==> config.mk <==
export PLATFORM = sky130hd
export DESIGN_NAME = tai_alarm_top
export DESIGN_NICKNAME = d
export VERILOG_FILES = /design/src/design/tai_pkg.sv /design/src/design/tai_sync.sv /design/src/design/tai_shut_chan.sv /design/src/design/tai_alarm_top.sv
export VERILOG_INCLUDE_DIRS = /design/src /design/src/design
export SDC_FILE = /design/constraint.sdc
export NUM_CORES = 1
export LEC_CHECK = 0
export ABC_AREA = 1
export ABC_CLOCK_PERIOD_IN_PS = 2700
export BUFFER_PORTS_ARGS = -buffer_cell sky130_fd_sc_hd__buf_2
export CAP_MARGIN = 0
export CORE_MARGIN = 2
export CORE_UTILIZATION = 58
export DETAILED_ROUTE_END_ITERATION = 8
export GPL_TIMING_DRIVEN = 0
export MAX_ROUTING_LAYER = met4
export PLACE_DENSITY = 0.86
export SLEW_MARGIN = 10
export SYNTH_ARGS = -nofsm -noshare
export SYNTH_HDL_FRONTEND = slang
export SYNTH_SLANG_ARGS = --single-unit
export TNS_END_PERCENT = 5
==> constraint.sdc <==
create_clock -name i_clk -period 2.7 [get_ports i_clk]
set_input_delay 0.135 -clock i_clk [delete_from_list [all_inputs] [get_ports i_clk]]
set_output_delay 0.135 -clock i_clk [all_outputs]
set_load 0.01 [all_outputs]
==> src/design/tai_defs.svh <==
// Constants for the temperature alarm and interrupt block
`ifndef TAI_DEFS_SVH
`define TAI_DEFS_SVH
`define TAI_ADDR_MAIN 7'h4C
`define TAI_ADDR_ALT 7'h4D
`define TAI_ARA_ADDR 7'h0C
`define TAI_REG_RD_LOC_TEMP 8'h00
`define TAI_REG_RD_EXT_TEMP 8'h01
`define TAI_REG_RD_STATUS 8'h02
`define TAI_REG_RD_CONFIG 8'h03
`define TAI_REG_WR_CONFIG 8'h09
`define TAI_REG_RD_LOC_HIGH 8'h05
`define TAI_REG_WR_LOC_HIGH 8'h0B
`define TAI_REG_RD_LOC_LOW 8'h06
`define TAI_REG_WR_LOC_LOW 8'h0C
`define TAI_REG_RD_EXT_HIGH 8'h07
`define TAI_REG_WR_EXT_HIGH 8'h0D
`define TAI_REG_RD_EXT_LOW 8'h08
`define TAI_REG_WR_EXT_LOW 8'h0E
`define TAI_REG_ONE_SHOT 8'h0F
`define TAI_REG_EXT_SHUT 8'h19
`define TAI_REG_LOC_SHUT 8'h20
`define TAI_REG_HYST 8'h21
`define TAI_RST_CONFIG 8'h00
`define TAI_RST_HIGH 8'h55
`define TAI_RST_LOW 8'h00
`define TAI_RST_EXT_SHUT 8'h6C
`define TAI_RST_LOC_SHUT 8'h55
`define TAI_RST_HYST 8'h0A
`define TAI_CFG_MASK_BIT 7
`define TAI_CFG_STANDBY_BIT 6
`define TAI_CFG_PIN_MODE_BIT 5
`define TAI_ST_BUSY_BIT 7
`define TAI_ST_LOC_HIGH_BIT 6
`define TAI_ST_LOC_LOW_BIT 5
`define TAI_ST_EXT_HIGH_BIT 4
`define TAI_ST_EXT_LOW_BIT 3
`define TAI_ST_OPEN_BIT 2
`define TAI_ST_EXT_SHUT_BIT 1
`define TAI_ST_LOC_SHUT_BIT 0
`define TAI_CONV_TIME_US 16
`define TAI_CONV_CYCLES (`TAI_CONV_TIME_US * 1000 / 10)
`endif

==> src/design/tai_pkg.sv <==
// Types shared by the temperature alarm and interrupt block
package tai_pkg;
  typedef enum logic [1:0] {TAI_CONV_IDLE, TAI_CONV_RUN, TAI_CONV_DONE}
    tai_conv_t;
  typedef enum logic [2:0] {TAI_BUS_IDLE, TAI_BUS_ADDR, TAI_BUS_AACK,
    TAI_BUS_WBYTE, TAI_BUS_WACK, TAI_BUS_RBYTE, TAI_BUS_RACK}
    tai_bus_t;
endpackage : tai_pkg

==> src/design/tai_sync.sv <==
// Two-flop synchroniser for an input from another clock domain
`timescale 1ns/10ps
`default_nettype none
module tai_sync
(
  input wire logic i_clk,
  input wire logic i_rst,
  input wire logic i_async,
  output logic o_sync
);
  logic meta_q;
  always_ff @(posedge i_clk)
  begin
    if (i_rst)
    begin
      meta_q <= 1'b1;
      o_sync <= 1'b1;
    end
    else
    begin
      meta_q <= i_async;
      o_sync <= meta_q;
    end
  end
endmodule : tai_sync
`default_nettype wire

==> src/design/tai_shut_chan.sv <==
// One channel of shutdown comparison with hysteresis release
`timescale 1ns/10ps
`default_nettype none
module tai_shut_chan
(
  input wire logic i_clk,
  input wire logic i_rst,
  input wire logic [7:0] i_temp,
  input wire logic [7:0] i_limit,
  input wire logic [7:0] i_hyst,
  output logic o_active
);
  logic signed [9:0] temp_s;
  logic signed [9:0] release_s;
  logic trip;
  logic clear;
  assign temp_s = {{2{i_temp[7]}}, i_temp};
  assign release_s = $signed({{2{i_limit[7]}}, i_limit})
    - $signed({2'b00, i_hyst});
  assign trip = $signed(i_temp) > $signed(i_limit);
  assign clear = temp_s <= release_s;
  always_ff @(posedge i_clk)
  begin
    if (i_rst)
      o_active <= 1'b0;
    else if (trip)
      o_active <= 1'b1;
    else if (clear)
      o_active <= 1'b0;
  end
endmodule : tai_shut_chan
`default_nettype wire

==> src/design/tai_alarm_top.sv <==
// Alarm, shutdown and serial slave logic of a two-channel temp monitor
`timescale 1ns/10ps
`default_nettype none
`include "tai_defs.svh"
module tai_alarm_top
  import tai_pkg::*;
#(
  parameter logic [6:0] SLAVE_ADDR = `TAI_ADDR_MAIN,
  parameter int CONV_CYCLES = `TAI_CONV_CYCLES
)
(
  input wire logic i_clk,
  input wire logic i_rst,
  input wire logic i_scl,
  input wire logic i_sda,
  output logic o_sda_oe,
  input wire logic [7:0] i_loc_meas,
  input wire logic [7:0] i_ext_meas,
  input wire logic i_diode_open,
  input wire logic i_conv_tick,
  output logic o_alert_oe,
  output logic o_overtemp_shutdown_oe
);
  logic scl_s, sda_s, scl_p_q, sda_p_q;
  logic scl_rise, scl_fall, start_c, stop_c;
  tai_sync u_sync_scl (.i_clk(i_clk), .i_rst(i_rst), .i_async(i_scl),
    .o_sync(scl_s));
  tai_sync u_sync_sda (.i_clk(i_clk), .i_rst(i_rst), .i_async(i_sda),
    .o_sync(sda_s));
  assign scl_rise = scl_s & ~scl_p_q;
  assign scl_fall = ~scl_s & scl_p_q;
  assign start_c = scl_s & scl_p_q & sda_p_q & ~sda_s;
  assign stop_c = scl_s & scl_p_q & ~sda_p_q & sda_s;

  // Register file
  logic [7:0] cfg_q, loc_hi_q, loc_lo_q, ext_hi_q, ext_lo_q;
  logic [7:0] ext_sh_q, loc_sh_q, hyst_q, loc_t_q, ext_t_q;
  logic open_q, st_lh_q, st_ll_q, st_eh_q, st_el_q;
  logic standby;
  assign standby = cfg_q[`TAI_CFG_STANDBY_BIT];

  // Limit comparisons on stored values, so they track new limits too
  logic lh_c, ll_c, eh_c, el_c, viol_c;
  assign lh_c = $signed(loc_t_q) > $signed(loc_hi_q);
  assign ll_c = $signed(loc_t_q) <= $signed(loc_lo_q);
  assign eh_c = $signed(ext_t_q) > $signed(ext_hi_q);
  assign el_c = $signed(ext_t_q) <= $signed(ext_lo_q);
  assign viol_c = lh_c | ll_c | eh_c | el_c;

  // Shutdown channels, and high-limit channels for the alert pin mode
  logic sh_loc, sh_ext, s2_loc, s2_ext;
  tai_shut_chan u_sh_loc (.i_clk(i_clk), .i_rst(i_rst), .i_temp(loc_t_q),
    .i_limit(loc_sh_q), .i_hyst(hyst_q), .o_active(sh_loc));
  tai_shut_chan u_sh_ext (.i_clk(i_clk), .i_rst(i_rst), .i_temp(ext_t_q),
    .i_limit(ext_sh_q), .i_hyst(hyst_q), .o_active(sh_ext));
  tai_shut_chan u_s2_loc (.i_clk(i_clk), .i_rst(i_rst), .i_temp(loc_t_q),
    .i_limit(loc_hi_q), .i_hyst(hyst_q), .o_active(s2_loc));
  tai_shut_chan u_s2_ext (.i_clk(i_clk), .i_rst(i_rst), .i_temp(ext_t_q),
    .i_limit(ext_hi_q), .i_hyst(hyst_q), .o_active(s2_ext));

  // Conversion sequencer
  tai_conv_t conv_q;
  logic [31:0] conv_cnt_q;
  logic one_shot_q, oneshot_req;
  logic conv_start, conv_end;
  assign conv_start = (conv_q == TAI_CONV_IDLE)
    & ((~standby & i_conv_tick) | one_shot_q);
  // An abort in the last cycle must not load the result
  assign conv_end = (conv_q == TAI_CONV_RUN) & ~(standby & ~one_shot_q)
    & (conv_cnt_q == 32'(CONV_CYCLES - 1));
  always_ff @(posedge i_clk)
  begin
    if (i_rst)
    begin
      conv_q <= TAI_CONV_IDLE;
      conv_cnt_q <= 32'h0;
    end
    else
    begin
      unique case (conv_q)
        TAI_CONV_IDLE:
          if (conv_start)
          begin
            conv_q <= TAI_CONV_RUN;
            conv_cnt_q <= 32'h0;
          end
        TAI_CONV_RUN:
          // Standby aborts unless it is the requested single shot
          if (standby & ~one_shot_q)
            conv_q <= TAI_CONV_IDLE;
          else if (conv_end)
            conv_q <= TAI_CONV_DONE;
          else
            conv_cnt_q <= conv_cnt_q + 32'h1;
        TAI_CONV_DONE:
          conv_q <= TAI_CONV_IDLE;
      endcase
    end
  end
  always_ff @(posedge i_clk)
  begin
    if (i_rst)
      one_shot_q <= 1'b0;
    else if (oneshot_req & standby)
      one_shot_q <= 1'b1;
    else if (conv_q == TAI_CONV_DONE)
      one_shot_q <= 1'b0;
  end
  always_ff @(posedge i_clk)
  begin
    if (i_rst)
    begin
      loc_t_q <= 8'h00;
      ext_t_q <= 8'h00;
    end
    else if (conv_end)
    begin
      loc_t_q <= i_loc_meas;
      ext_t_q <= i_ext_meas;
    end
  end

  // Serial slave
  tai_bus_t bus_q;
  logic [7:0] sh_q, ptr_q, tx_q;
  logic [3:0] bit_q;
  logic rd_q, ara_q, first_q, sda_oe_q, lost_q;
  logic [7:0] rd_data, status_c;
  logic addr_hit, ara_hit, wr_data_c, status_read;
  logic alarm_q, answered_q;
  assign status_c = {conv_q != TAI_CONV_IDLE, st_lh_q, st_ll_q, st_eh_q,
    st_el_q, open_q, sh_ext, sh_loc};
  always_comb
  begin
    unique case (ptr_q)
      `TAI_REG_RD_LOC_TEMP: rd_data = loc_t_q;
      `TAI_REG_RD_EXT_TEMP: rd_data = ext_t_q;
      `TAI_REG_RD_STATUS: rd_data = status_c;
      `TAI_REG_RD_CONFIG: rd_data = cfg_q;
      `TAI_REG_RD_LOC_HIGH: rd_data = loc_hi_q;
      `TAI_REG_RD_LOC_LOW: rd_data = loc_lo_q;
      `TAI_REG_RD_EXT_HIGH: rd_data = ext_hi_q;
      `TAI_REG_RD_EXT_LOW: rd_data = ext_lo_q;
      `TAI_REG_EXT_SHUT: rd_data = ext_sh_q;
      `TAI_REG_LOC_SHUT: rd_data = loc_sh_q;
      `TAI_REG_HYST: rd_data = hyst_q;
      default: rd_data = 8'h00;
    endcase
  end
  assign addr_hit = (sh_q[7:1] == SLAVE_ADDR);
  // Only an alarmed device takes the alert response address
  assign ara_hit = (sh_q[7:1] == `TAI_ARA_ADDR) & sh_q[0] & alarm_q;
  assign wr_data_c = (bus_q == TAI_BUS_WACK) & scl_fall & ~first_q;
  assign oneshot_req = wr_data_c & (ptr_q == `TAI_REG_ONE_SHOT);
  assign status_read = (bus_q == TAI_BUS_RACK) & scl_rise & ~ara_q
    & (ptr_q == `TAI_REG_RD_STATUS);

  always_ff @(posedge i_clk)
  begin
    if (i_rst)
    begin
      scl_p_q <= 1'b1;
      sda_p_q <= 1'b1;
    end
    else
    begin
      scl_p_q <= scl_s;
      sda_p_q <= sda_s;
    end
  end

  always_ff @(posedge i_clk)
  begin
    if (i_rst | stop_c)
    begin
      bus_q <= TAI_BUS_IDLE;
      sda_oe_q <= 1'b0;
      bit_q <= 4'h0;
      sh_q <= 8'h00;
      tx_q <= 8'h00;
      rd_q <= 1'b0;
      ara_q <= 1'b0;
      first_q <= 1'b0;
      lost_q <= 1'b0;
    end
    else if (start_c)
    begin
      bus_q <= TAI_BUS_ADDR;
      sda_oe_q <= 1'b0;
      bit_q <= 4'h0;
      lost_q <= 1'b0;
    end
    else
    begin
      unique case (bus_q)
        TAI_BUS_IDLE: ;
        TAI_BUS_ADDR, TAI_BUS_WBYTE:
          if (scl_rise)
          begin
            sh_q <= {sh_q[6:0], sda_s};
            bit_q <= bit_q + 4'h1;
          end
          else if (scl_fall & (bit_q == 4'h8))
          begin
            bit_q <= 4'h0;
            if (bus_q == TAI_BUS_WBYTE)
            begin
              bus_q <= TAI_BUS_WACK;
              sda_oe_q <= 1'b1;
            end
            else if (addr_hit | ara_hit)
            begin
              bus_q <= TAI_BUS_AACK;
              sda_oe_q <= 1'b1;
              rd_q <= sh_q[0];
              ara_q <= ara_hit;
              first_q <= 1'b1;
              tx_q <= ara_hit ? {SLAVE_ADDR, 1'b1} : rd_data;
            end
            else
              bus_q <= TAI_BUS_IDLE;
          end
        TAI_BUS_AACK, TAI_BUS_WACK:
          if (scl_fall)
          begin
            if (bus_q == TAI_BUS_WACK)
              first_q <= 1'b0;
            if (rd_q)
            begin
              bus_q <= TAI_BUS_RBYTE;
              sda_oe_q <= ~tx_q[7];
              tx_q <= {tx_q[6:0], 1'b0};
              bit_q <= 4'h1;
            end
            else
            begin
              bus_q <= TAI_BUS_WBYTE;
              sda_oe_q <= 1'b0;
            end
          end
        TAI_BUS_RBYTE:
          if (scl_rise & ~sda_oe_q & ~sda_s & ~lost_q)
            lost_q <= 1'b1;
          else if (scl_fall)
          begin
            if (bit_q == 4'h8)
            begin
              bus_q <= TAI_BUS_RACK;
              sda_oe_q <= 1'b0;
            end
            else
            begin
              // A lost arbitration keeps the line released
              sda_oe_q <= ~tx_q[7] & ~lost_q;
              tx_q <= {tx_q[6:0], 1'b0};
              bit_q <= bit_q + 4'h1;
            end
          end
        TAI_BUS_RACK:
          if (scl_rise)
          begin
            if (sda_s | lost_q | ara_q)
              bus_q <= TAI_BUS_IDLE;
            else
            begin
              bus_q <= TAI_BUS_AACK;
              tx_q <= rd_data;
            end
          end
      endcase
    end
  end

  // Pointer and register writes
  always_ff @(posedge i_clk)
  begin
    if (i_rst)
    begin
      ptr_q <= 8'h00;
      cfg_q <= `TAI_RST_CONFIG;
      loc_hi_q <= `TAI_RST_HIGH;
      loc_lo_q <= `TAI_RST_LOW;
      ext_hi_q <= `TAI_RST_HIGH;
      ext_lo_q <= `TAI_RST_LOW;
      ext_sh_q <= `TAI_RST_EXT_SHUT;
      loc_sh_q <= `TAI_RST_LOC_SHUT;
      hyst_q <= `TAI_RST_HYST;
    end
    else if (wr_data_c)
    begin
      unique case (ptr_q)
        `TAI_REG_WR_CONFIG: cfg_q <= sh_q;
        `TAI_REG_WR_LOC_HIGH: loc_hi_q <= sh_q;
        `TAI_REG_WR_LOC_LOW: loc_lo_q <= sh_q;
        `TAI_REG_WR_EXT_HIGH: ext_hi_q <= sh_q;
        `TAI_REG_WR_EXT_LOW: ext_lo_q <= sh_q;
        `TAI_REG_EXT_SHUT: ext_sh_q <= sh_q;
        `TAI_REG_LOC_SHUT: loc_sh_q <= sh_q;
        `TAI_REG_HYST: hyst_q <= sh_q;
        default: ;
      endcase
    end
    else if ((bus_q == TAI_BUS_WACK) & scl_fall & first_q)
      ptr_q <= sh_q;
  end

  // Sticky status: a new event wins over the read clear
  always_ff @(posedge i_clk)
  begin
    if (i_rst)
    begin
      open_q <= 1'b0;
      st_lh_q <= 1'b0;
      st_ll_q <= 1'b0;
      st_eh_q <= 1'b0;
      st_el_q <= 1'b0;
    end
    else
    begin
      if (conv_start)
        open_q <= i_diode_open | (open_q & ~status_read);
      else if (status_read)
        open_q <= 1'b0;
      st_lh_q <= lh_c | (st_lh_q & ~status_read);
      st_ll_q <= ll_c | (st_ll_q & ~status_read);
      st_eh_q <= eh_c | (st_eh_q & ~status_read);
      st_el_q <= el_c | (st_el_q & ~status_read);
    end
  end

  // Alarm latch: set by cause, released only after answer and clean
  logic cause_c, stat_clean, ara_done;
  assign cause_c = viol_c | open_q;
  assign stat_clean = ~(st_lh_q | st_ll_q | st_eh_q | st_el_q | open_q);
  assign ara_done = (bus_q == TAI_BUS_RACK) & scl_rise & ara_q & ~lost_q;
  always_ff @(posedge i_clk)
  begin
    if (i_rst)
    begin
      alarm_q <= 1'b0;
      answered_q <= 1'b0;
    end
    else if (cause_c)
    begin
      alarm_q <= 1'b1;
      answered_q <= answered_q | ara_done;
    end
    else if (ara_done | answered_q)
    begin
      answered_q <= 1'b1;
      if (stat_clean)
      begin
        alarm_q <= 1'b0;
        answered_q <= 1'b0;
      end
    end
  end

  // Open-drain pins: only the enable ever toggles
  logic pin_mode_s2, alert_pin_c;
  assign pin_mode_s2 = cfg_q[`TAI_CFG_PIN_MODE_BIT];
  assign alert_pin_c = pin_mode_s2 ? (s2_loc | s2_ext)
    : (alarm_q & ~cfg_q[`TAI_CFG_MASK_BIT]);
  always_ff @(posedge i_clk)
  begin
    if (i_rst)
    begin
      o_alert_oe <= 1'b0;
      o_overtemp_shutdown_oe <= 1'b0;
      o_sda_oe <= 1'b0;
    end
    else
    begin
      o_alert_oe <= alert_pin_c;
      o_overtemp_shutdown_oe <= sh_loc | sh_ext;
      o_sda_oe <= sda_oe_q;
    end
  end
endmodule : tai_alarm_top
`default_nettype wire

* Word level (Yosys, flattened, before mapping) *
Index checks and enable logic that the tools add are counted.

storage, ports and cells
  flip-flop bits (word level) = 171
  output and inout bits = 3
  input port bits = 22
  logic and storage cells = 306

operators by class
  mux-type cells = 78
  bitwise logic cells = 74
  magnitude comparators = 10
  equal/unequal tests = 55
  add/sub/neg operators = 6
  reduce and logical (&&, ||, !) cells = 39

operator list
  kind                                                                     number
  32-bit 2-to-1 mux                                                        3
  8-bit 2-to-1 mux                                                         12
  8-bit one-hot mux with 11 select lines                                   1
  32-bit one-hot mux with 2 select lines                                   1
  8-bit by 4-bit equality test with 1-bit output, second input constant    7
  8-bit by 10-bit <= comparator with 1-bit output                          4
  8-bit by 9-bit subtractor with 10-bit output                             4
  1-bit bitwise AND                                                        35
  1-bit 2-to-1 mux                                                         34
  2-bit != test, second input constant                                     17
  32-bit by 1-bit adder with 32-bit output, second input constant          1
  32-bit by 11-bit equality test with 1-bit output, second input constant  1
  8-bit > comparator                                                       4
  8-bit one-hot mux with 4 select lines                                    1
  4-bit 2-to-1 mux                                                         7
  3-bit 2-to-1 mux                                                         9
  3-bit != test, second input constant                                     9
  8-bit by 3-bit equality test with 1-bit output, second input constant    3
  2-bit AND reduction                                                      12
  8-bit AND reduction                                                      3
  1-bit bitwise OR                                                         21
  2-bit nonzero test                                                       10
  1-bit NOT                                                                18
  8-bit by 2-bit equality test with 1-bit output, second input constant    2
  other kinds (31)                                                         43

* Longest topological paths before layout *
Gate-level depths: netlist of the first run.

  word-level depth = 10
  depth in mapped cells = 20
  depth with buffers taken out = 20

* Modules after synthesis *
Synthesis of the first run repeated with hierarchy kept, for this count alone.

unflattened totals
  cell total of the unflattened synthesis = 1933
  area total of the unflattened synthesis = 12788.5 µm²

modules (own cells, without submodules)
  module                        cells an instance  times used  area each (µm²)  seq. area each (µm²)
  tai_alarm_top                 1345               1           8946.1           3263.1
  tai_shut_chan (u_s2_ext ...)  143                3           938.4            20.0
  tai_shut_chan (u_sh_loc)      145                1           909.6            20.0
  tai_sync                      7                  2           58.8             40.0

* Least setup slack after synthesis of the first run *
Ideal clock, no wire load.

  path type = reg-to-reg
  start = register hyst_q[1]
  end = register u_s2_ext.o_active
  cell stages (with the launch flop) = 19
  path slack = -172 ps
  arrival time = 2740 ps
  buffers on the path = 0
  setup time = 132 ps
  clock period less this slack = 2872 ps
  required time = 2568 ps
  cells stage by stage = dfxtp_1 inv_1 ha_1 nand2_1 nor2_1 a211oi_1 o21ai_0 a21boi_0 nor2_1 o21ai_0 inv_1 ha_1 nand2_1 inv_1 nand4_1 o311ai_0 inv_1 nand2_1 a21oi_1

between the ends
  longest elaborated chain between the ends = 3

ends and longest elaborated chain
  element                                          line                  RTL
  start: declaration                               tai_alarm_top.sv:37   logic [7:0] ext_sh_q, loc_sh_q, hyst_q, loc_t_q, ext_t_q;
  start signal: assignment                         tai_alarm_top.sv:287  hyst_q <= `TAI_RST_HYST;
  start signal: assignment                         tai_alarm_top.sv:299  `TAI_REG_HYST: hyst_q <= sh_q;
  8-bit by 9-bit subtractor with 10-bit output     tai_shut_chan.sv:19   - $signed({2'b00, i_hyst});
  8-bit by 10-bit <= comparator with 1-bit output  tai_shut_chan.sv:21   assign clear = temp_s <= release_s;
  2-bit nonzero test (no line)                     -
  end signal: assignment                           tai_shut_chan.sv:25   o_active <= 1'b0;
  end signal: assignment                           tai_shut_chan.sv:27   o_active <= 1'b1;
  end signal: assignment                           tai_shut_chan.sv:29   o_active <= 1'b0;
  end: declaration                                 tai_shut_chan.sv:11   output logic o_active

Every way passes these cells.
A chain may end at the register's enable or synchronous reset.

* Worst setup path after layout of the first run *
  start = register ext_sh_q[0]
  end = register u_sh_ext.o_active

between the ends
  longest elaborated chain between the ends = 3
  elaborated cells on any way between the ends = 5
  classes of those cells = add/sub (1); order compare (2); mux (1); reduce/logical (1)

ends and longest elaborated chain
  element                                          line                  RTL
  start: declaration                               tai_alarm_top.sv:37
  start signal: assignment                         tai_alarm_top.sv:285  ext_sh_q <= `TAI_RST_EXT_SHUT;
  start signal: assignment                         tai_alarm_top.sv:297  `TAI_REG_EXT_SHUT: ext_sh_q <= sh_q;
  8-bit by 9-bit subtractor with 10-bit output     tai_shut_chan.sv:19
  8-bit by 10-bit <= comparator with 1-bit output  tai_shut_chan.sv:21
  2-bit nonzero test (no line)                     -
  end signal: assignment                           tai_shut_chan.sv:25
  end signal: assignment                           tai_shut_chan.sv:27
  end signal: assignment                           tai_shut_chan.sv:29
  end: declaration                                 tai_shut_chan.sv:11

Parallel ways exist; a longest one is shown, timed or not.

==> results of run 1 <==
[worst paths after layout]
path	cells after the start	slack, ns	end	startpoint
setup / recovery	17	-0.18	u_sh_ext.o_active$_SDFFE_PP0P_	ext_sh_q[0]$_SDFFE_PP0P_
hold reg to reg	1	0.41	u_sync_scl.o_sync$_SDFF_PP1_	u_sync_scl.meta_q$_SDFF_PP1_
hold / removal	3	-0.003	loc_t_q[5]$_SDFFE_PP0P_	i_loc_meas[5]
setup reg to reg	17	-0.18	u_sh_ext.o_active$_SDFFE_PP0P_	ext_sh_q[0]$_SDFFE_PP0P_
[layout make-up]
type | instances | area share
plain buffers | 46 | 0.0150
clock buffers | 19 | 0.0339
flip-flops and latches | 171 | 0.257
inverters | 253 | 0.0716
clock inverters | 12 | 0.0103
well taps | 270 | 0.0253
repair buffers | 47 | 0.0243
multi-input cells | 1302 | 0.563
[stage by stage]
step                setup slack (ns)  area [sq um]
CTS                          -0.0746         13300
floorplan                    -0.0506         11900
global placement              -0.475         12400
detailed placement            -0.512         12400
finish                        -0.177         13400
global route                  -0.330         13400
[where the power goes]
group | total, W | switching (W) | leakage (nW) | internal (W)
combinational | 0.00112 | 0.000794 | 4.16 | 0.000324
clock | 0.00251 | 0.00109 | 0.280 | 0.00142
sequential | 0.00268 | 0.0000658 | 1.38 | 0.00261
total | 0.00630 | 0.00195 | 5.82 | 0.00435
[cells in the final DEF (no fill, tap or decap), types with 19 or more instances in the layout]
| cell | n |
|---|---|
| sky130_fd_sc_hd__nand2_1 | 360 |
| sky130_fd_sc_hd__inv_1 | 236 |
| sky130_fd_sc_hd__a21oi_1 | 200 |
| sky130_fd_sc_hd__nor2_1 | 183 |
| sky130_fd_sc_hd__dfxtp_1 | 165 |
| sky130_fd_sc_hd__o21ai_0 | 122 |
| sky130_fd_sc_hd__ha_1 | 121 |
| sky130_fd_sc_hd__nand3_1 | 68 |
| sky130_fd_sc_hd__nor3_1 | 38 |
| sky130_fd_sc_hd__buf_2 | 33 |
| sky130_fd_sc_hd__clkbuf_1 | 32 |
| sky130_fd_sc_hd__xor2_1 | 30 |
| sky130_fd_sc_hd__nand4_1 | 29 |
| sky130_fd_sc_hd__xnor2_1 | 19 |
[repair_timing]
action / 4_1_cts / 5_1_grt
endpoints found under the setup margin: 4 / 4
cloned: 0 / 0
gates resized for setup: 50 / 20
endpoints found under the hold margin: 9 / 0
pin swaps: 13 / 15
buffers inserted: 11 / 4
hold buffers: 9 / 0
[kinds of logic (layout without fill, tap and decap cells)]
| logic type | count (synthesis) | after routing |
|---|---|---|
| AOI/OAI and AO/OA | 390 | 390 |
| xor gates and xnor gates | 49 | 49 |
| adders and majority gates | 134 | 134 |
| buffers and inverters | 299 | 377 |
| DFF | 171 | 171 |
| muxes | 1 | 1 |
| and+or+nand+nor | 728 | 728 |
[critical path: cells and delay by family (launching register included)]
family | cells | cell delay, ns
AO/OA/AOI/OAI | 5 | 0.79
flip-flops | 1 | 0.35
AND/OR/NAND/NOR | 7 | 0.48
buffers and inverters | 1 | 0.06
XOR/XNOR | 1 | 0.15
adder cells (fa/ha/maj) | 3 | 0.88
[layer usage]
layer | up-vias | wire, um
li1 | 5981 | -
met1 | 5549 | 15300
met2 | 615 | 17000
met3 | 156 | 3410
met4 | 0 | 2270
met5 | - | 0
==> results by group, run 1 <==
Status
  – Run status: finished, violations left
  – Failing checks: hold timing, setup timing

Timing
  – Count of endpoints failing hold in the final timing report: 1
  – Setup WS post-layout: -0.177 ns
  – Crit path time final: approximately 2.9 ns
  – Final hold slack: -0.00341 ns
  – Worst rel slew slack: 0.382
  – Final TNS setup: -0.428 ns
  – Period Utilization, post-route: 1.07
  – Worst Max-Slew Pin Slew: slightly above 0.9 ns
  – Highest Clock Rate: 348 MHz
  – Setup repair after global routing missed its margin: true
  – Final Skew: around 0.0084 ns
  – Number of failing setup endpoints in the final timing report: 4
  – Pins over their slew limit: 0

Pwr
  – Pwr dens: 471 nW/um^2
  – Peak VDD IR: 0.420 mV
  – Leakage power summed over all cells: roughly 5.8 nW
  – Overall power of the completed layout: 0.00630 W

CTS
  – Largest buffer count on any clock path: 2
  – Sinks on Clock Net: 171
  – CTS Buf Count: 17
  – CTS tree: done
  – Number of H-tree levels: 4
  – CTS Root Cell: sky130_fd_sc_hd__clkbuf_16
  – Clock latency reported for the late side of the worst-skew pair: 0.44 ns
  – Worst-path clk slew: 0.07 ns

Drt
  – WL/cell: 17.9 um
  – Number of remaining DRC errors: 0
  – Iteration-0 DRC count of the detailed router: 1,385
  – Number of optimization iterations in the first detailed-route pass: 6
  – Number of nets with antenna violations after routing: 0
  – Detail-routed via count per cell: 5.80
  – WL final: 38,000 um
  – Vias after detailed routing: 12,300

Layout
  – Number of antenna diodes: 0
  – Number of flip-flops under the largest register name: 32
  – Area of all sequential standard cells: 3440 sq um
  – Post-route core utilization: 0.661
  – Most flop-heavy register: conv_cnt_q
  – Footprint of the multi-input gates: between 7000 and 8000 sq um
  – Post-layout net count: 1,994
  – Area added between synthesis and finish: 12.2%
  – Filler cells: 1,832
  – Share of post-route cells with drive strength above 1: 0.0914
  – Final cell count without fillers: ~2,100

Synth
  – Avg Synthesized Cell Area: 6.73 sq um
  – Share of synthesized area occupied by flip-flops and latches: 0.287
  – Simple-Gate Fraction of Synth Area: 0.263
  – Most used flip-flop cell after synthesis: sky130_fd_sc_hd__dfxtp_1
  – Cell taking the most area after synthesis: sky130_fd_sc_hd__dfxtp_1
  – Yosys synthesis warning count: 0
  – Area share of the largest cell type after synthesis: 0.287
  – Post-Synth XOR/XNOR Area: 0.0360
  – Number of distinct standard cells referenced by the synthesized netlist: between 40 and 50
  – Largest family of logic cells by synthesized area: simple AND/OR/NAND/NOR gates
  – Most used standard cells in the synthesized netlist: 365 x sky130_fd_sc_hd__nand2_1, 247 x sky130_fd_sc_hd__inv_1, 204 x sky130_fd_sc_hd__a21oi_1
  – Cell count after synthesis: 1,772
  – Register bit count reported by yosys: ~170
  – Most common cell in the netlist: sky130_fd_sc_hd__nand2_1
  – Number of enable flip-flop cells after synthesis: 0
  – Combined area of all synthesized cells: 11,900 sq um
  – Fraction of synthesis flops using an asynchronous set or reset pin: 0
  – Proportion of synthesized area in mux cells: 0.000840
  – Cell types occupying the most area after synthesis: sky130_fd_sc_hd__dfxtp_1 29%, sky130_fd_sc_hd__ha_1 14%, sky130_fd_sc_hd__nand2_1 11%
  – Post-synthesis compound-gate area fraction: 0.173
  – Adder-cell share of the synthesized area: 0.143
  – Syn_nets: 1,928

Global route
  – Vias in the first global route: 11,400
  – Sum of overflow across all layers after global routing: 0
  – Largest net degree at the start of global routing: 17
  – Met3 Track Usage GR: 0.0627
  – Global-route met2 utilization: 0.565
  – Wire length of the first global-routing pass: ~59,000 um
  – Tot GR Track Use: 0.360
  – Antenna violations before repair: 0
  – Most used routing layer in global routing: met2
  – Routing usage on met1: 0.451

Floorplan
  – Die Width: roughly 150 um
  – Die span in y: between 100 and 150 um
  – Core Rows: 52
  – Top Ports: 25
  – Initial cell density of the core: 0.589
  – Placeable core region: 20,200 sq um
  – Die ar.: 21,700 sq um

Placed design
  – Total placed cells including tap cells: a little over 2,000
  – HPWL reported at the end of detailed placement: 28,700 um
  – Number of buffers added on ports: 23
  – Global placer's final weighted congestion: 1.13

Worst hold path
  – HP Class: in -> reg

Setup path
  – Cell mode on critical path: sky130_fd_sc_hd__nand2_1
  – Worst EP arrival: 3.16 ns
  – Worst path max stage delay: 0.38 ns
  – CP cell instances: inv_2 > ha_2 > fa_2 > o21ai_2 > nand2_1 > nand2_1 > nand2_1 > nand2_1 > nand2_1 > nand2_1 > a21oi_1 > xor2_1 > ha_1 > nand2_2 > o41ai_2 > o21bai_1 > a21oi_1
  – Data required, critical path: slightly below 3 ns
  – Crit. End Element: register
  – Critical path start-end classification: reg -> reg
  – Type of element launching the critical path: register
  – Worst-path fanout max: 3
  – Slowest CP cell: sky130_fd_sc_hd__fa_2

Run
  – Max-cap violations: 0
(Power assumes the default switching activity.)
==> inputs of run 2 (changes only) <==
--- a/config.mk
+++ b/config.mk
@@ -6,7 +6,6 @@
 export SDC_FILE = /design/constraint.sdc
 export NUM_CORES = 1
 export LEC_CHECK = 0
-export ABC_AREA = 1
 export ABC_CLOCK_PERIOD_IN_PS = 2700
 export BUFFER_PORTS_ARGS = -buffer_cell sky130_fd_sc_hd__buf_2
 export CAP_MARGIN = 0
==> run 2 against run 1 <==
Effect of this change: the flow finishes with violations (setup timing); utilization up 1.0 points; register-to-register slack worse by 0.22 ns; critical path depth down 1; die area is 2.8% lower; critical endpoint is now u_s2_loc.o_active$_SDFFE_PP0P_; highest routed layer unchanged.
==> results by group, run 2 <==
Timing
  – Worst rel slew slack: 0.298
  – Worst Max-Slew Pin Slew: 1.05 ns
  – Number of failing setup endpoints in the final timing report: 4
  – Period Utilization, post-route: 1.15
  – Pins over their slew limit: 0
  – Count of endpoints failing hold in the final timing report: 0
  – Setup WS post-layout: -0.400 ns
  – Setup repair after global routing missed its margin: true
  – Crit path time final: 3.10 ns
  – Highest Clock Rate: 323 MHz
  – Final Skew: 0.00816 ns

Placed design
  – Worst slack, placed: -0.641 ns
  – Global placer's final weighted congestion: ~1.1
  – HPWL reported at the end of detailed placement: 25,900 um
  – Number of buffers added on ports: 23
  – Placed instance area: 12,100 sq um

Pwr
  – Peak VDD IR: approximately 0.45 mV
  – Overall power of the completed layout: 0.00532 W
  – Leakage power summed over all cells: 5.06 nW
  – Pwr dens: 405 nW/um^2

Synth
  – Area share of the largest cell type after synthesis: 0.296
  – Most used flip-flop cell after synthesis: sky130_fd_sc_hd__dfxtp_1
  – Cell count after synthesis: 1,386
  – Combined area of all synthesized cells: 11,600 sq um
  – Register bit count reported by yosys: 171
  – Number of distinct standard cells referenced by the synthesized netlist: 80
  – Share of synthesized area occupied by flip-flops and latches: 0.296
  – Yosys synthesis warning count: 0
  – Avg Synthesized Cell Area: between 8 and 9 sq um
  – Syn_nets: 1,542
  – Most used standard cells in the synthesized netlist: 171 x sky130_fd_sc_hd__dfxtp_1, 149 x sky130_fd_sc_hd__nor2_1, 130 x sky130_fd_sc_hd__ha_1
  – Fraction of synthesis flops using an asynchronous set or reset pin: 0
  – Cell taking the most area after synthesis: sky130_fd_sc_hd__dfxtp_1
  – Most common cell in the netlist: sky130_fd_sc_hd__dfxtp_1
  – Number of enable flip-flop cells after synthesis: 0
  – Cell types occupying the most area after synthesis: sky130_fd_sc_hd__dfxtp_1 30%, sky130_fd_sc_hd__ha_1 14%, sky130_fd_sc_hd__mux2i_1 6.7%

CTS
  – Largest buffer count on any clock path: 2
  – Number of H-tree levels: 4
  – Sinks on Clock Net: 171
  – Worst-path clk slew: ~0.070 ns
  – Clock latency reported for the late side of the worst-skew pair: 0.44 ns
  – CTS tree: done
  – CTS Buf Count: 17
  – CTS Root Cell: sky130_fd_sc_hd__clkbuf_16

Run
  – Max-cap violations: 0

Drt
  – Met3 routed wirelength: 3420 um
  – Vias after detailed routing: 11,200
  – WL/cell: 21.0 um
  – Detailed-routing wirelength on met1: 14,600 um
  – WL final: 36,400 um
  – Highest metal used: met4
  – Number of nets with antenna violations after routing: 0
  – Met2 layer wire length in the routed design: 16,400 um
  – Detail-routed via count per cell: 6.42
  – Iteration-0 DRC count of the detailed router: 1,024
  – Number of optimization iterations in the first detailed-route pass: 7
  – Number of remaining DRC errors: 0

Layout
  – Commonest cells after routing, fill and taps aside: 163 x sky130_fd_sc_hd__dfxtp_1, 148 x sky130_fd_sc_hd__nor2_1, 124 x sky130_fd_sc_hd__ha_1
  – Number of flip-flops under the largest register name: 32
  – Final design area excluding fillers: 13,100 sq um
  – Share of post-route cells with drive strength above 1: 0.106
  – Area added between synthesis and finish: 13.2%
  – Post-route core utilization: 0.671
  – Most frequent standard cell in the layout excluding fill and tap cells: sky130_fd_sc_hd__dfxtp_1
  – Most flop-heavy register: conv_cnt_q
  – Post-layout net count: 1,615

Global route
  – Antenna violations before repair: 1
  – Vias in the first global route: 10,700
  – Sum of overflow across all layers after global routing: 0
  – Tot GR Track Use: 0.350
  – Wire length of the first global-routing pass: 56,700 um
  – Largest net degree at the start of global routing: 17

Floorplan
  – Initial cell density of the core: 0.593
  – Die ar.: 21,100 sq um
  – Core Rows: 51
  – Die Width: about 150 um
  – Placeable core region: 19,500 sq um
  – Die span in y: approximately 150 um
  – Top Ports: 25

Setup path
  – Critical path start-end classification: reg -> reg
  – Data required, critical path: a little over 3 ns
  – Worst-path fanout max: 3
  – Crit. End Element: register
  – Worst EP arrival: 3.43 ns
  – Type of element launching the critical path: register

Worst hold path
  – HP Class: in -> reg

Status
  – Run status: finished, violations left
  – Failing checks: setup timing
==> run 2: cell types whose count changed in the layout (fill, tap and decap cells not counted), sizes merged, moves of 28 or more <==
cell and change:
nor2b +29, nand2 -275, mux2i +77, nand3 -28, nand2b +31, nor2 -41
o21ai -88, inv -153, a21oi -139
==> run 2: final cells by class <==
class                           count  area (sq um)
Multi-Input combinational cell   1056          7710
Fill cell                        1515          6420
Sequential cell                   171          3440
Clock buffer                       19           453
Timing Repair Buffer               54           397
Inverter                           97           368
Tap cell                          265           332
Buffer                             62           273
Clock inverter                     12           138
Antenna cell                        1          2.50
==> run 2: logic make-up (layout without fill, tap and decap cells) <==
family,after synthesis,after routing,share of synthesized area
simple gates,496,496,0.216
compound gates,285,285,0.168
flops,171,171,0.296
buf+inv,159,244,0.0548
fa+ha+maj,134,134,0.147
mux,88,88,0.0781
xor+xnor,53,53,0.0401
other cells,0,1,0
==> run 2: layer usage <==
layer	GRT usage	up-vias
li1	-	5148
met1	0.427	5272
met2	0.541	583
met3	0.0802	152
met4	0.181	0
met5	-	-
==> run 2: report_power, final <==
part / leakage [nW] / internal, W / switching [W]
combinational: 3.39 / 0.0000824 / 0.000156
sequential: 1.38 / 0.00254 / 0.0000154
clock: 0.292 / 0.00142 / 0.00110
total: 5.06 / 0.00404 / 0.00128
==> run 2: path summary, 6_finish.rpt <==
check,depth (start not counted),to,startpoint,slack [ns]
setup / recovery,16,u_s2_loc.o_active$_SDFFE_PP0P_,loc_hi_q[0]$_SDFFE_PP1P_,-0.40
hold reg to reg,1,u_sync_scl.o_sync$_SDFF_PP1_,u_sync_scl.meta_q$_SDFF_PP1_,0.40
setup reg to reg,16,u_s2_loc.o_active$_SDFFE_PP0P_,loc_hi_q[0]$_SDFFE_PP1P_,-0.40
hold / removal,5,open_q$_SDFFE_PP0P_,i_diode_open,0.15
==> run 2: stage by stage <==
step / hold slack, ns / TNS, ns / std cells
2_1_floorplan: 0.239 / -0.214 / 1386
3_3_place_gp: 0.317 / -1.80 / 1674
3_5_place_dp: 0.324 / -2.18 / 1674
4_1_cts: 0.115 / -1.26 / 1732
5_1_grt: 0.173 / -2.16 / 1737
6_report: 0.148 / -1.45 / 1737
==> run 2: timing repair <==
item,4_1_cts,5_1_grt
pin swaps,21,17
endpoints found under the hold margin,18,0
gates resized for setup,26,15
setup endpoints to repair,5,9
buffers inserted,9,4
hold buffers,18,0
==> run 2: worst max-delay path, stage by stage, from the launching register on <==
cell and delay, ns:
sky130_fd_sc_hd__dfxtp_2 0.35, sky130_fd_sc_hd__inv_1 0.08, sky130_fd_sc_hd__ha_2 0.23, sky130_fd_sc_hd__fa_2 0.37, sky130_fd_sc_hd__nor2b_1 0.13, sky130_fd_sc_hd__o21ai_0 0.09, sky130_fd_sc_hd__nand2b_1 0.12, sky130_fd_sc_hd__nand3_1 0.12
sky130_fd_sc_hd__and3b_1 0.20, sky130_fd_sc_hd__xor2_1 0.15, sky130_fd_sc_hd__ha_1 0.31, sky130_fd_sc_hd__nand4_1 0.11, sky130_fd_sc_hd__nor3_2 0.21, sky130_fd_sc_hd__nor4b_2 0.08, sky130_fd_sc_hd__o211ai_1 0.15, sky130_fd_sc_hd__a21oi_1 0.07
sky130_fd_sc_hd__a211o_1 0.23
==> inputs of run 3 (changes only) <==
--- a/config.mk
+++ b/config.mk
@@ -6,15 +6,15 @@
 export SDC_FILE = /design/constraint.sdc
 export NUM_CORES = 1
 export LEC_CHECK = 0
+export ABC_AREA = 1
 export ABC_CLOCK_PERIOD_IN_PS = 2700
 export BUFFER_PORTS_ARGS = -buffer_cell sky130_fd_sc_hd__buf_2
 export CAP_MARGIN = 0
 export CORE_MARGIN = 2
-export CORE_UTILIZATION = 58
+export CORE_UTILIZATION = 35
 export DETAILED_ROUTE_END_ITERATION = 8
-export GPL_TIMING_DRIVEN = 0
 export MAX_ROUTING_LAYER = met4
-export PLACE_DENSITY = 0.86
+export PLACE_DENSITY = 0.59
 export SLEW_MARGIN = 10
 export SYNTH_ARGS = -nofsm -noshare
 export SYNTH_HDL_FRONTEND = slang
==> run 3 against run 2 <==
Effect of this change: final area up 6.6%; hold slack worse by 0.14 ns; cell count up 34%; global-route usage down 12 points; non-clock buffer count up 12; the run still ends with setup timing left; clock skew up 0.0087 ns; critical path depth unchanged; sequential cell count unchanged; fmax up 13%; count of clock-buffer cells in the layout down 2; first-iteration DRC count down 29%; register-to-register slack better by 0.36 ns; largest cell class unchanged.
==> results by group, run 3 (synthesis gave the netlist of run 1 again) <==
Status
  – Run status: finished, violations left
  – Failing checks: setup timing

Timing
  – Pins over their slew limit: 0
  – Period Utilization, post-route: 1.02
  – Setup WS post-layout: -0.0430 ns
  – Final TNS setup: -0.0642 ns
  – Setup repair after global routing missed its margin: true
  – Worst rel slew slack: 0.431
  – Highest Clock Rate: 365 MHz
  – Number of failing setup endpoints in the final timing report: 2
  – Final Skew: 0.0169 ns
  – Worst Max-Slew Pin Slew: 0.853 ns
  – Crit path time final: 2.74 ns
  – Count of endpoints failing hold in the final timing report: 0

Global route
  – Most used routing layer in global routing: met2
  – Vias in the first global route: 11,300
  – Routing usage on met1: 0.280
  – Sum of overflow across all layers after global routing: 0
  – Met3 Track Usage GR: 0.0359
  – Antenna violations before repair: 0
  – Wire length of the first global-routing pass: just over 60,000 um
  – Global-route met2 utilization: 0.365
  – Largest net degree at the start of global routing: 68
  – Tot GR Track Use: 0.225

Drt
  – Number of nets with antenna violations after routing: 0
  – Number of optimization iterations in the first detailed-route pass: 7
  – Iteration-0 DRC count of the detailed router: 724
  – WL/cell: 16.5 um
  – WL final: 38,500 um
  – Number of remaining DRC errors: 0
  – Vias after detailed routing: 11,800
  – Detail-routed via count per cell: between 5 and 6

Setup path
  – Worst EP arrival: ~3.1 ns
  – Critical path start-end classification: reg -> reg
  – Type of element launching the critical path: register
  – Worst path max stage delay: 0.35 ns
  – Data required, critical path: about 3.1 ns
  – Cell mode on critical path: sky130_fd_sc_hd__nand2_1
  – Largest delay contributor family on the critical path: adder cells
  – Crit. End Element: register
  – Worst-path fanout max: 3
  – Slowest CP cell: sky130_fd_sc_hd__fa_2
  – CP cell instances: inv_1 > ha_1 > fa_2 > o21ai_2 > nand2_1 > nand2_1 > a21oi_1 > buf_4 > xor2_1 > ha_1 > nand2_1 > nor3_4 > o211ai_1 > nand4_1 > nand4_1 > a21oi_1
  – WP buf/inv: 2

Floorplan
  – Die ar.: 35,600 sq um
  – Die span in y: 189 um
  – Top Ports: 25
  – Placeable core region: 33,500 sq um
  – Initial cell density of the core: 0.356
  – Die Width: 189 um
  – Core Rows: 67

Worst hold path
  – HP Class: in -> reg

Layout
  – Post-route core utilization: 0.417
  – Most frequent standard cell in the layout excluding fill and tap cells: sky130_fd_sc_hd__nand2_1
  – Most flop-heavy register: conv_cnt_q
  – Number of antenna diodes: 0
  – Post-layout net count: 2,029
  – Area added between synthesis and finish: 17.2%
  – Number of flip-flops under the largest register name: 32
  – Commonest cells after routing, fill and taps aside: 364 x sky130_fd_sc_hd__nand2_1, 240 x sky130_fd_sc_hd__inv_1, 201 x sky130_fd_sc_hd__a21oi_1
  – Share of post-route cells with drive strength above 1: 0.115

CTS
  – Largest buffer count on any clock path: 2
  – CTS Buf Count: 17
  – Sinks on Clock Net: 171
  – Number of H-tree levels: 4
  – CTS Root Cell: sky130_fd_sc_hd__clkbuf_16
  – Clock latency reported for the late side of the worst-skew pair: approximately 0.45 ns
  – Worst-path clk slew: 0.08 ns
  – CTS tree: done

Placed design
  – HPWL reported at the end of detailed placement: 30,000 um
  – Global placer's final weighted congestion: 0.963
  – Number of buffers added on ports: 24
  – Worst slack, placed: -0.313 ns

Pwr
  – Pwr dens: 452 nW/um^2
  – Overall power of the completed layout: 0.00631 W
  – Leakage power summed over all cells: 6.16 nW
  – Peak VDD IR: 0.505 mV

Run
  – Max-cap violations: 0
==> run 3: cell types whose count changed in the layout (fill, tap and decap cells not counted), sizes merged, moves of 28 or more <==
cell | previous run | this run
a21oi | 65 | 204
o21ai | 50 | 138
nand2b | 31 | 0
nor2b | 29 | 0
buf | 54 | 119
nor2 | 150 | 191
inv | 101 | 258
nand3 | 44 | 72
nand2 | 94 | 369
clkbuf | 63 | 17
mux2i | 78 | 1
==> run 3: per-stage QoR <==
step                hold slack [ns]  instance area [sq um]  cells
finish                      0.00681                  14000   2334
global route                0.00684                  14000   2334
CTS                         0.00183                  13900   2333
detailed placement            0.327                  13100   2286
global placement              0.331                  13100   2286
floorplan                     0.239                  11900   1772
==> run 3: worst min-delay path, stage by stage <==
cell,delay (ns)
sky130_fd_sc_hd__buf_2,0.10
sky130_fd_sc_hd__o21ai_0,0.08
sky130_fd_sc_hd__a21oi_1,0.11
==> run 3: power by group <==
group | leakage, nW | total (W) | switching (W) | internal (W)
combinational | 4.48 | 0.00108 | 0.000760 | 0.000320
clock | 0.294 | 0.00255 | 0.00122 | 0.00133
sequential | 1.38 | 0.00268 | 0.0000712 | 0.00261
total | 6.16 | 0.00631 | 0.00206 | 0.00426
==> run 3: per-layer routing <==
layer / wire, um / share of wire
met2: 17400 / 0.45
met4: 1410 / 0.037
met5: 0 / 0
met1: 17500 / 0.45
met3: 2170 / 0.056
==> run 3: final timing paths <==
check,from,end,slack (ns),cells past startpoint
worst max-delay path,loc_hi_q[0]$_SDFFE_PP1P_,u_s2_loc.o_active$_SDFFE_PP0P_,-0.04,16
worst min-delay path,i_ext_meas[7],ext_t_q[7]$_SDFFE_PP0P_,0.007,3
worst max register to register,loc_hi_q[0]$_SDFFE_PP1P_,u_s2_loc.o_active$_SDFFE_PP0P_,-0.04,16
worst min register to register,u_sync_scl.meta_q$_SDFF_PP1_,u_sync_scl.o_sync$_SDFF_PP1_,0.42,1
==> run 3: repair_timing <==
| action | in CTS | in global routing |
|---|---|---|
| hold buffers | 9 | 0 |
| endpoints found under the hold margin | 9 | 0 |
| setup endpoints to repair | 4 | 12 |
| resized for setup | 29 | 12 |
| buffers inserted | 6 | 1 |
| pin swaps | 10 | 5 |
==> run 3: final cells by class <==
cell class	instances	area (sq um)
clock inverter	15	180
tap	448	561
fill	3569	19600
multi-input combinational	1302	7450
clock buffer	17	425
inverter	253	952
sequential	171	3430
timing repair buffer	128	968
